--- config.mk ---
export PLATFORM = sky130hd
export DESIGN_NAME = owt_port_ctrl
export DESIGN_NICKNAME = d
export VERILOG_FILES = /design/src/logic/owt_pkg.sv /design/src/logic/owt_port_ctrl.sv
export SDC_FILE = /design/constraint.sdc
export NUM_CORES = 1
export LEC_CHECK = 0
export BUFFER_PORTS_ARGS = -buffer_cell sky130_fd_sc_hd__buf_2
export CAP_MARGIN = 30
export CORE_MARGIN = 1
export CORE_UTILIZATION = 49
export DETAILED_ROUTE_END_ITERATION = 8
export HOLD_SLACK_MARGIN = 0.15
export PLACE_DENSITY_LB_ADDON = 0.1
export RECOVER_POWER = 100
export SETUP_SLACK_MARGIN = 0.5
export SLEW_MARGIN = 20
export SYNTH_ARGS = -nofsm -noshare
export SYNTH_HDL_FRONTEND = slang
export SYNTH_SLANG_ARGS = --single-unit
--- constraint.sdc ---
create_clock -name ref_clk -period 6.5 [get_ports ref_clk]
set_input_delay 0.325 -clock ref_clk [delete_from_list [all_inputs] [get_ports ref_clk]]
set_output_delay 0.325 -clock ref_clk [all_outputs]
set_load 0.02 [all_outputs]
--- src/logic/owt_pkg.sv ---
// Functional notes
// - Each optical port holds standby, active or redundant; only port-level user setting.
// - A switch command moves the active role to the other optical port.
// - Each optical link reports loss of signal or normal.
// - Link signal kind, DS2 or E2, is read-only.
// - Four tributaries, each T1 or E1 following the link signal kind.
// - Tributary standby or active, standby default; standby takes no time slots.
// - T1 framing is D4 or ESF, ESF by default.
// - T1 line loopback returns the received line to the network; off by default.
// - T1 local loopback returns terminal data to it and cuts far-end data.
// - T1 loop code generator is planned only; defaults off, no effect.
// - T1 loop code detector, with ten minute timeout option, planned only; off.
// - E1 framing is CRC multiframe or double frame, CRC by default.
// - CAS or CCS reserves time slot 16 for signalling; CAS default.
// - No-signalling option releases time slot 16 for payload.
// - Even-bit inversion inverts even bits of every E1 slot; normal default.
// - E1 line loopback returns the received line to the network; off default.
// - E1 local loopback loops toward PCM bus and sends keep-alive on line.
// - Loss of signal declared 100 us after optical level falls below threshold.
package owt_pkg;

  localparam int CLK_MHZ = 125;
  localparam int LOS_DELAY_US = 100;
  localparam int LOS_CYCLES = LOS_DELAY_US * CLK_MHZ;
  localparam int LOS_CNT_W = 14;
  localparam int NUM_TRIB = 4;

  // Register offsets.
  localparam logic [3:0] OFS_PORT_STATE = 4'h0;
  localparam logic [3:0] OFS_CONTROL = 4'h1;
  localparam logic [3:0] OFS_STATUS = 4'h2;
  localparam logic [3:0] OFS_TRIB0 = 4'h4;

  // Control register bit positions.
  localparam int CTL_SAVE_BIT = 0;
  localparam int CTL_UNDO_BIT = 1;
  localparam int CTL_SWITCH_BIT = 2;

  // Tributary field positions.
  localparam int TF_ACTIVE = 0;
  localparam int TF_FRAME = 1;
  localparam int TF_TS16_LO = 2;
  localparam int TF_EVENINV = 4;
  localparam int TF_LINELB = 5;
  localparam int TF_LOCALLB = 6;
  localparam int TF_GEN_LO = 8;
  localparam int TF_DET_LO = 10;

  typedef enum logic [1:0] {
    OPT_STANDBY   = 2'b00,
    OPT_ACTIVE    = 2'b01,
    OPT_REDUNDANT = 2'b10
  } owt_opt_state_type;

  typedef enum logic [1:0] {
    TS16_CAS = 2'b00,
    TS16_CCS = 2'b01,
    TS16_NOS = 2'b10
  } owt_ts16_type;

  typedef struct packed {
    logic [1:0]   loopDetect;
    logic [1:0]   loopGenerate;
    logic         spare;
    logic         localLoop;
    logic         lineLoop;
    logic         evenInvert;
    owt_ts16_type ts16Use;
    logic         frameAlt;
    logic         active;
  } owt_trib_type;

  localparam owt_trib_type TRIB_RESET = '{
    loopDetect: 2'h0, loopGenerate: 2'h0, spare: 1'b0, localLoop: 1'b0,
    lineLoop: 1'b0, evenInvert: 1'b0, ts16Use: TS16_CAS,
    frameAlt: 1'b0, active: 1'b0};

  localparam owt_opt_state_type PORT0_RESET = OPT_ACTIVE;
  localparam owt_opt_state_type PORT1_RESET = OPT_REDUNDANT;

  typedef struct packed {
    logic [3:0]  addr;
    logic [15:0] wdata;
    logic        wr;
    logic        rd;
  } owt_bus_req_type;

  // Per tributary serial path: one bit per cycle with slot bit index.
  typedef struct packed {
    logic       bitVal;
    logic [2:0] bitIdx;
    logic [4:0] slot;
  } owt_bit_type;

endpackage

--- src/logic/owt_port_ctrl.sv ---
// The address map and strobed register access are this design's own decisions.
`timescale 1ns/10ps
`default_nettype none
module owt_port_ctrl (
  // Clock and reset.
  input  wire logic                         ref_clk,
  input  wire logic                         rst,
  // Register port.
  input  wire owt_pkg::owt_bus_req_type     busReq,
  output logic [15:0]                       busRdata,
  // Optical side.
  input  wire logic [1:0]                   optBelowThresh,
  input  wire logic                         linkIsE2,
  output logic [1:0]                        optLos,
  output logic [1:0]                        optActive,
  // Tributary streams.
  input  wire owt_pkg::owt_bit_type [3:0]   netRx,
  input  wire owt_pkg::owt_bit_type [3:0]   termTx,
  output owt_pkg::owt_bit_type [3:0]        netTx,
  output owt_pkg::owt_bit_type [3:0]        termRx,
  output logic [3:0]                        slotInUse
);
  import owt_pkg::*;

  //////////////////////////////////////////////////////////////////////////
  owt_opt_state_type portPend_q [2];
  owt_opt_state_type portLive_q [2];
  owt_trib_type      tribPend_q [NUM_TRIB];
  owt_trib_type      tribLive_q [NUM_TRIB];
  logic [LOS_CNT_W-1:0] losCnt_q [2];
  logic [1:0]        los_q;
  logic [15:0]       rdata_q;

  wire wrPort = busReq.wr && busReq.addr == OFS_PORT_STATE;
  wire wrCtl  = busReq.wr && busReq.addr == OFS_CONTROL;
  wire doSave = wrCtl && busReq.wdata[CTL_SAVE_BIT];
  wire doUndo = wrCtl && busReq.wdata[CTL_UNDO_BIT];
  wire doSwap = wrCtl && busReq.wdata[CTL_SWITCH_BIT];
  wire [3:0] tribIdx = busReq.addr - OFS_TRIB0;
  wire isTrib = busReq.addr >= OFS_TRIB0 &&
                busReq.addr < OFS_TRIB0 + 4'(NUM_TRIB);

  //////////////////////////////////////////////////////////////////////////
  // Pending settings are staged; live ones move on save, and live port states also move on a switch.
  always_ff @(posedge ref_clk) begin
    if (rst) begin
      portPend_q[0] <= PORT0_RESET;
      portPend_q[1] <= PORT1_RESET;
      portLive_q[0] <= PORT0_RESET;
      portLive_q[1] <= PORT1_RESET;
    end else if (doSwap && (portLive_q[0] == OPT_ACTIVE ||
                            portLive_q[1] == OPT_ACTIVE)) begin
      // The active role trades places with the other port.
      portLive_q[0] <= portLive_q[1];
      portLive_q[1] <= portLive_q[0];
      portPend_q[0] <= portLive_q[1];
      portPend_q[1] <= portLive_q[0];
    end else if (doSave) begin
      portLive_q <= portPend_q;
    end else if (doUndo) begin
      portPend_q <= portLive_q;
    end else if (wrPort) begin
      // Code 2'b11 is not a state, so it falls back to standby.
      for (int p = 0; p < 2; p++) begin
        portPend_q[p] <= (busReq.wdata[2*p+:2] == 2'b11) ? OPT_STANDBY
                         : owt_opt_state_type'(busReq.wdata[2*p+:2]);
      end
    end
  end

  generate
    for (genvar t = 0; t < NUM_TRIB; t++) begin : gTrib
      owt_trib_type wTrib;
      owt_bit_type  netOut;
      owt_bit_type  termOut;
      logic         occupied;
      always_comb begin
        wTrib = owt_trib_type'(busReq.wdata[11:0]);
        // Loop code functions are not available; they stay off.
        wTrib.loopGenerate = 2'h0;
        wTrib.loopDetect = 2'h0;
        // Bit 7 holds no setting, so it always reads back as zero.
        wTrib.spare = 1'b0;
        if (wTrib.ts16Use == 2'b11) begin
          wTrib.ts16Use = TS16_CAS;
        end
      end
      always_ff @(posedge ref_clk) begin
        if (rst) begin
          tribPend_q[t] <= TRIB_RESET;
          tribLive_q[t] <= TRIB_RESET;
        end else if (doSave) begin
          tribLive_q[t] <= tribPend_q[t];
        end else if (doUndo) begin
          tribPend_q[t] <= tribLive_q[t];
        end else if (busReq.wr && isTrib && tribIdx == 4'(t)) begin
          tribPend_q[t] <= wTrib;
        end
      end

      // The same control set serves T1 or E1 by the link kind.
      wire isE1 = linkIsE2;
      wire tsSig = isE1 && netRx[t].slot == 5'd16 &&
                   tribLive_q[t].ts16Use != TS16_NOS;
      wire invBit = isE1 && tribLive_q[t].evenInvert &&
                    netRx[t].bitIdx[0];
      always_comb begin
        occupied = tribLive_q[t].active && !tsSig;
        netOut = termTx[t];
        netOut.bitVal = termTx[t].bitVal ^ (isE1 && tribLive_q[t].evenInvert
                        && termTx[t].bitIdx[0]);
        termOut = netRx[t];
        termOut.bitVal = netRx[t].bitVal ^ invBit;
        if (tribLive_q[t].lineLoop) begin
          netOut = netRx[t];
        end else if (tribLive_q[t].localLoop && isE1) begin
          netOut.bitVal = 1'b1;
        end
        if (tribLive_q[t].localLoop) begin
          termOut = termTx[t];
        end
        if (!tribLive_q[t].active) begin
          netOut.bitVal = 1'b0;
          termOut.bitVal = 1'b0;
        end
      end
      always_ff @(posedge ref_clk) begin
        if (rst) begin
          netTx[t] <= '0;
          termRx[t] <= '0;
          slotInUse[t] <= 1'b0;
        end else begin
          netTx[t] <= netOut;
          termRx[t] <= termOut;
          slotInUse[t] <= occupied;
        end
      end
    end
  endgenerate

  //////////////////////////////////////////////////////////////////////////
  // Level below threshold must last the full time before a loss is shown.
  generate
    for (genvar p = 0; p < 2; p++) begin : gLos
      always_ff @(posedge ref_clk) begin
        if (rst) begin
          losCnt_q[p] <= '0;
          los_q[p] <= 1'b0;
        end else if (!optBelowThresh[p]) begin
          losCnt_q[p] <= '0;
          los_q[p] <= 1'b0;
        end else if (losCnt_q[p] == LOS_CNT_W'(LOS_CYCLES - 1)) begin
          los_q[p] <= 1'b1;
        end else begin
          losCnt_q[p] <= losCnt_q[p] + 1'b1;
        end
      end
      assign optActive[p] = portLive_q[p] == OPT_ACTIVE;
    end
  endgenerate
  assign optLos = los_q;

  //////////////////////////////////////////////////////////////////////////
  wire [15:0] tribRd = isTrib ? {4'h0, tribPend_q[tribIdx[1:0]]} : 16'h0000;
  wire [15:0] rdMux =
    (busReq.addr == OFS_PORT_STATE) ? {12'h000, portPend_q[1], portPend_q[0]} :
    (busReq.addr == OFS_STATUS) ? {11'h000, linkIsE2, los_q,
                                   optActive} : tribRd;
  always_ff @(posedge ref_clk) begin
    if (rst) begin
      rdata_q <= 16'h0000;
    end else if (busReq.rd) begin
      rdata_q <= rdMux;
    end else begin
      rdata_q <= 16'h0000;
    end
  end
  assign busRdata = rdata_q;

endmodule
`default_nettype wire

* Word-level counts from Yosys, hierarchy flattened
Memories as Yosys holds them, arrays and structs flattened.
Index checks and enable logic that the tools add are counted.
** Storage, ports and cells
- Bits in writable memories :: 124
- Memories kept :: 3
- Bits in registers :: 102
** Operators by class
- $add $sub $neg :: 3
- Bitwise gates (word level) :: 32
- Muxes and demuxes :: 86
- Reductions and logical operators :: 60
- Magnitude comparators :: 2
- Equality and inequality tests :: 20
** Memory list
- tribLive_q :: words 4, bits a word 12, rd ports 4, clocked after Yosys merged registers in 0, wr ports 4, RTL line owt_port_ctrl.sv:29 : owt_trib_type tribLive_q [NUM_TRIB];
- tribPend_q :: words 4, bits a word 12, rd ports 5, clocked after Yosys merged registers in 0, wr ports 4, RTL line owt_port_ctrl.sv:28 : owt_trib_type tribPend_q [NUM_TRIB];
- losCnt_q :: words 2, bits a word 14, rd ports 2, clocked after Yosys merged registers in 0, wr ports 2, RTL line owt_port_ctrl.sv:30 : logic [LOS_CNT_W-1:0] losCnt_q [2];
** Operators by type and width (count)
- $mux W12 :: 12
- $mux W14 :: 4
- $mux W1 :: 51
- $logic_and A1 B1 Y1 :: 40
- $mux W9 :: 4
- $mux W8 :: 4
- $add A14 B1 Y14 const B :: 2
- $eq A14 B14 Y1 const B :: 2
- $mux W4 :: 7
- $eq A5 B5 Y1 const B :: 4
- $or A1 B1 Y1 :: 16
- $reduce_or A2 Y1 :: 7
- $eq A4 B2 Y1 const B :: 3
- $mux W5 :: 2
- $eq A4 B1 Y1 const B :: 2
- $logic_not A4 Y1 :: 2
- $ne A2 B2 Y1 const B :: 4
- $not A1 Y1 :: 8
- $xor A1 B1 Y1 :: 8
- $reduce_or A5 Y1 :: 1
- $eq A2 B1 Y1 const B :: 2
- $eq A2 B2 Y1 const B :: 2
- $ge A4 B3 Y1 const B :: 1
- $logic_not A1 Y1 :: 4
- other kinds (10) :: 11

* Depth between registers and ports, before layout
- Depth after elaboration :: 10
- Depth in mapped cells :: 7

* Worst setup path after synthesis
No wires, ideal clock.
- Path kind :: input to register
- From :: input busReq[19] (netlist bit)
- To :: memory tribLive_q[0][0] (netlist bit), enable pin
- Required time :: 5.980 ns
- Data arrival time :: 4.525 ns
- Stages :: 4
- Path buffers :: 2
- Setup slack :: 1.455 ns
- Path through :: buf_6 > or4b_1 > buf_2 > o21ai_0
** RTL lines
- start, declared :: RTL line owt_port_ctrl.sv:9 : input wire owt_pkg::owt_bus_req_type busReq,
- end, declared :: RTL line owt_port_ctrl.sv:29

==> metrics <==
Setup Buffers After CTS 0; Synth Flop Type edfxtp_1; core area 18890 um^2; RSZ-0062 raised after global routing false; drt wl/cell around 18 um; Die Width 141.3 um; Final Critical Period approximately 3.9 ns; Fin Setup TNS 0 ns; H-Tree Depth 1; Leakage Power approximately 4.8 nW; port buffer count 181; # IOs 195; clock tree sinks roughly 220; async set or reset register ratio after synthesis 0%; failing checks capacitance limit, slew limit; Max rail drop VDD 0.1933 mV; xor and xnor area share after synthesis around 2.6%; CTS buffer count 24; status finished, violations left; synthesized area per cell roughly 12 um^2; CTS tree yes; cell count after synthesis 800; via density per instance between 5 and 6; fmax 259.6 MHz; hpwl dp 14700 um; GRT overflow 0; CP startpoint kind input port; post-synthesis mux area share 10.00%; Synth Warn # 0; drt drc 0; first-pass GRT wire length between 30000 and 40000 um; sum of buffers and inverters on the critical path 2; post-route ant nets 0; final hold viol count 0; Max FO, Critical Path 33; arrival time worst endpoint approximately 4.0 ns; CP top delay family compound AO/OA/AOI/OAI gates; filler cell count in the final layout approximately 1500; most frequent cells in the layout edfxtp_1, nor2_1, dlygate4sd3_1, dfxtp_1, clkbuf_1; final wirelength ~25000 um; Slew Viols, Final 90; footprint of the multi-input gates between 3000 and 4000 um^2; Crit-path slowest cell o21ai_0; antenna cells 0; library cells used by synthesis 58; Finished Layout Cells 1337; GRT Util Overall about a quarter; drt pass-1 iters 6; Chip Height 141.3 um; Synth Cell Area between 9000 and 10000 um^2; crit path cell chain clkbuf_1 > or4b_1 > o21ai_0 > buf_4; Post-synth EDFFs 124; Slew headroom -39.53%; Seq cells post-synth between 200 and 250; post-cts sizing count 0; clock transition at the registers of the reported paths around 0.060 ns; Final Net Count ~1200; min-delay worst type input port to flop; gpl congestion just over 0.8; number of global-route vias before repair a little under 7000; proportion of layout cells with a drive suffix above 1 between 10% and 20%; Adder-Cell Fraction of Synth Area 0.2632%; commonest non-fill, non-tap cell in the layout edfxtp_1; CTS root buf clkbuf_16; Least-Margin Pin Slew about 2.1 ns; die area ~20000 um^2; Std-Cell Rows 50; area growth from synthesis to layout 28.36%; insertion delay to the later sink of the worst-skew pair 0.51 ns; Reg area approximately 5700 um^2; routed via count around 7100; largest family of logic cells by synthesized area simple AND/OR/NAND/NOR gates; Fin Clk Skew just over 0.009 ns; design area about 12000 um^2; Post-Place Cells 1194; Largest stage delay, worst path between 1.5 and 2 ns; complex-gate fraction of the synthesized area 7.066%; Setup CP Type input port to flop; power per cell area approximately 270 nW/um^2; CTS max path bufs 3; register area share after synthesis 59.79%; Setup Viol. Count Final 0; Starting Density between 50% and 60%; worst path required time 6.65 ns; crit end category flop; crit share post-route roughly three fifths; largest net degree at the start of global routing 80; max-cap violations 4; Synth Area in Simple Gates 16.89%; Placed Area 10530 um^2; starting DRC count in detailed routing 473; Final Util 64.60%; initial antenna violation count 0
==> synth_stat cells, drive strengths merged, types with 6 or more instances <==
library cell / instances / area (um^2)
a211oi: 6 / 45.04
a21oi: 24 / 120.1
a22o: 20 / 175.2
and2: 73 / 456.7
and3: 14 / 87.58
buf: 16 / 125.1
clkbuf: 38 / 146.4
dfxtp: 98 / 1962
edfxtp: 124 / 3724
inv: 13 / 48.80
mux2i: 68 / 680.7
mux4: 12 / 270.3
nand2: 32 / 120.1
nand2b: 10 / 62.56
nand3: 18 / 90.09
nand4: 13 / 81.33
nor2: 114 / 430.4
nor4: 6 / 50.04
o21ai: 12 / 60.06
o2bb2ai: 8 / 70.07
xnor2: 6 / 52.55
xor2: 22 / 192.7
==> what timing repair did <==
| action | in CTS | in global routing |
|---|---|---|
| hold buffers | 99 | 0 |
| hold endpoints to repair | 76 | 0 |
| setup endpoints to repair | 0 | 0 |
==> path summary, 6_finish.rpt <==
check	start	slack, ns	depth (start not counted)	to
setup / recovery	busReq[19]	2.65	4	tribLive_q[3][11]$_SDFFCE_PN0P_
hold / removal	busReq[8]	0.17	2	tribPend_q[1][6]$_DFFE_PP_
setup reg to reg	losCnt_q[1][0]$_SDFFCE_PN0P_	3.89	4	losCnt_q[1][1]$_SDFFCE_PN0P_
hold reg to reg	portLive_q[1]$_SDFFE_PP1P_	0.49	2	portPend_q[3]$_SDFFE_PP0P_
==> kinds of logic (layout without fill, tap and decap cells) <==
family                     after synthesis  after routing
xor gates and xnor gates                28             28
other                                    1              4
adders and majority gates                2              2
AOI/OAI and AO/OA                       95             95
buffers and inverters                   67            341
and+or+nand+nor                        305            305
DFF                                    222            222
muxes                                   80             80
==> state kept, by name, summed over array words and instances, names as in the netlist <==
signal      flops
busRdata       12
portPend_q      4
tribLive_q     48
termRx         36
netTx          36
slotInUse       4
losCnt_q       28
optLos          2
portLive_q      4
tribPend_q     48
==> layout make-up <==
| cell class | count | area share (%) |
|---|---|---|
| flip-flops and latches | 222 | 46.58 |
| multi-input cells | 514 | 28.57 |
| repair buffers | 284 | 14.80 |
| clock buffers | 34 | 5.915 |
| well taps | 260 | 2.665 |
| clock inverters | 10 | 1.066 |
| inverters | 13 | 0.3998 |
==> worst reg2reg max path, delay by kind of cell, from the launching register on <==
| kind | cells | cell delay, ns |
|---|---|---|
| DFF | 1 | 0.36 |
| adders and majority gates | 1 | 0.32 |
| and+or+nand+nor | 3 | 1.54 |
==> report_power, final <==
part,switching [mW],internal (mW)
Clock,0.556,0.893
Combinational,0.163,0.124
Sequential,0.0325,1.53
Total,0.752,2.55
==> routing by layer <==
layer / share of wire, % / vias to the layer above / global-route usage (%) / routed length, um
met5: 0 / - / 0 / 0
met2: 48 / 264 / 41.19 / 11780
met3: 7.0 / 31 / 4.219 / 1727
li1: - / 3377 / - / -
met1: 44 / 3415 / 32.79 / 10680
met4: 1.4 / 0 / 5.320 / 334
==> stage by stage <==
step	worst slack, ns	hold slack (ns)	total power [mW]
after floorplan	1.455	0.4484	1.732
after global placement	3.657	0.4760	1.829
after detailed placement	3.649	0.4848	1.831
after CTS	4.054	0.1533	3.324
after global routing	2.410	0.1564	3.409
final	2.648	0.1662	3.303
Note: power is estimated with default switching activity, not from simulation.
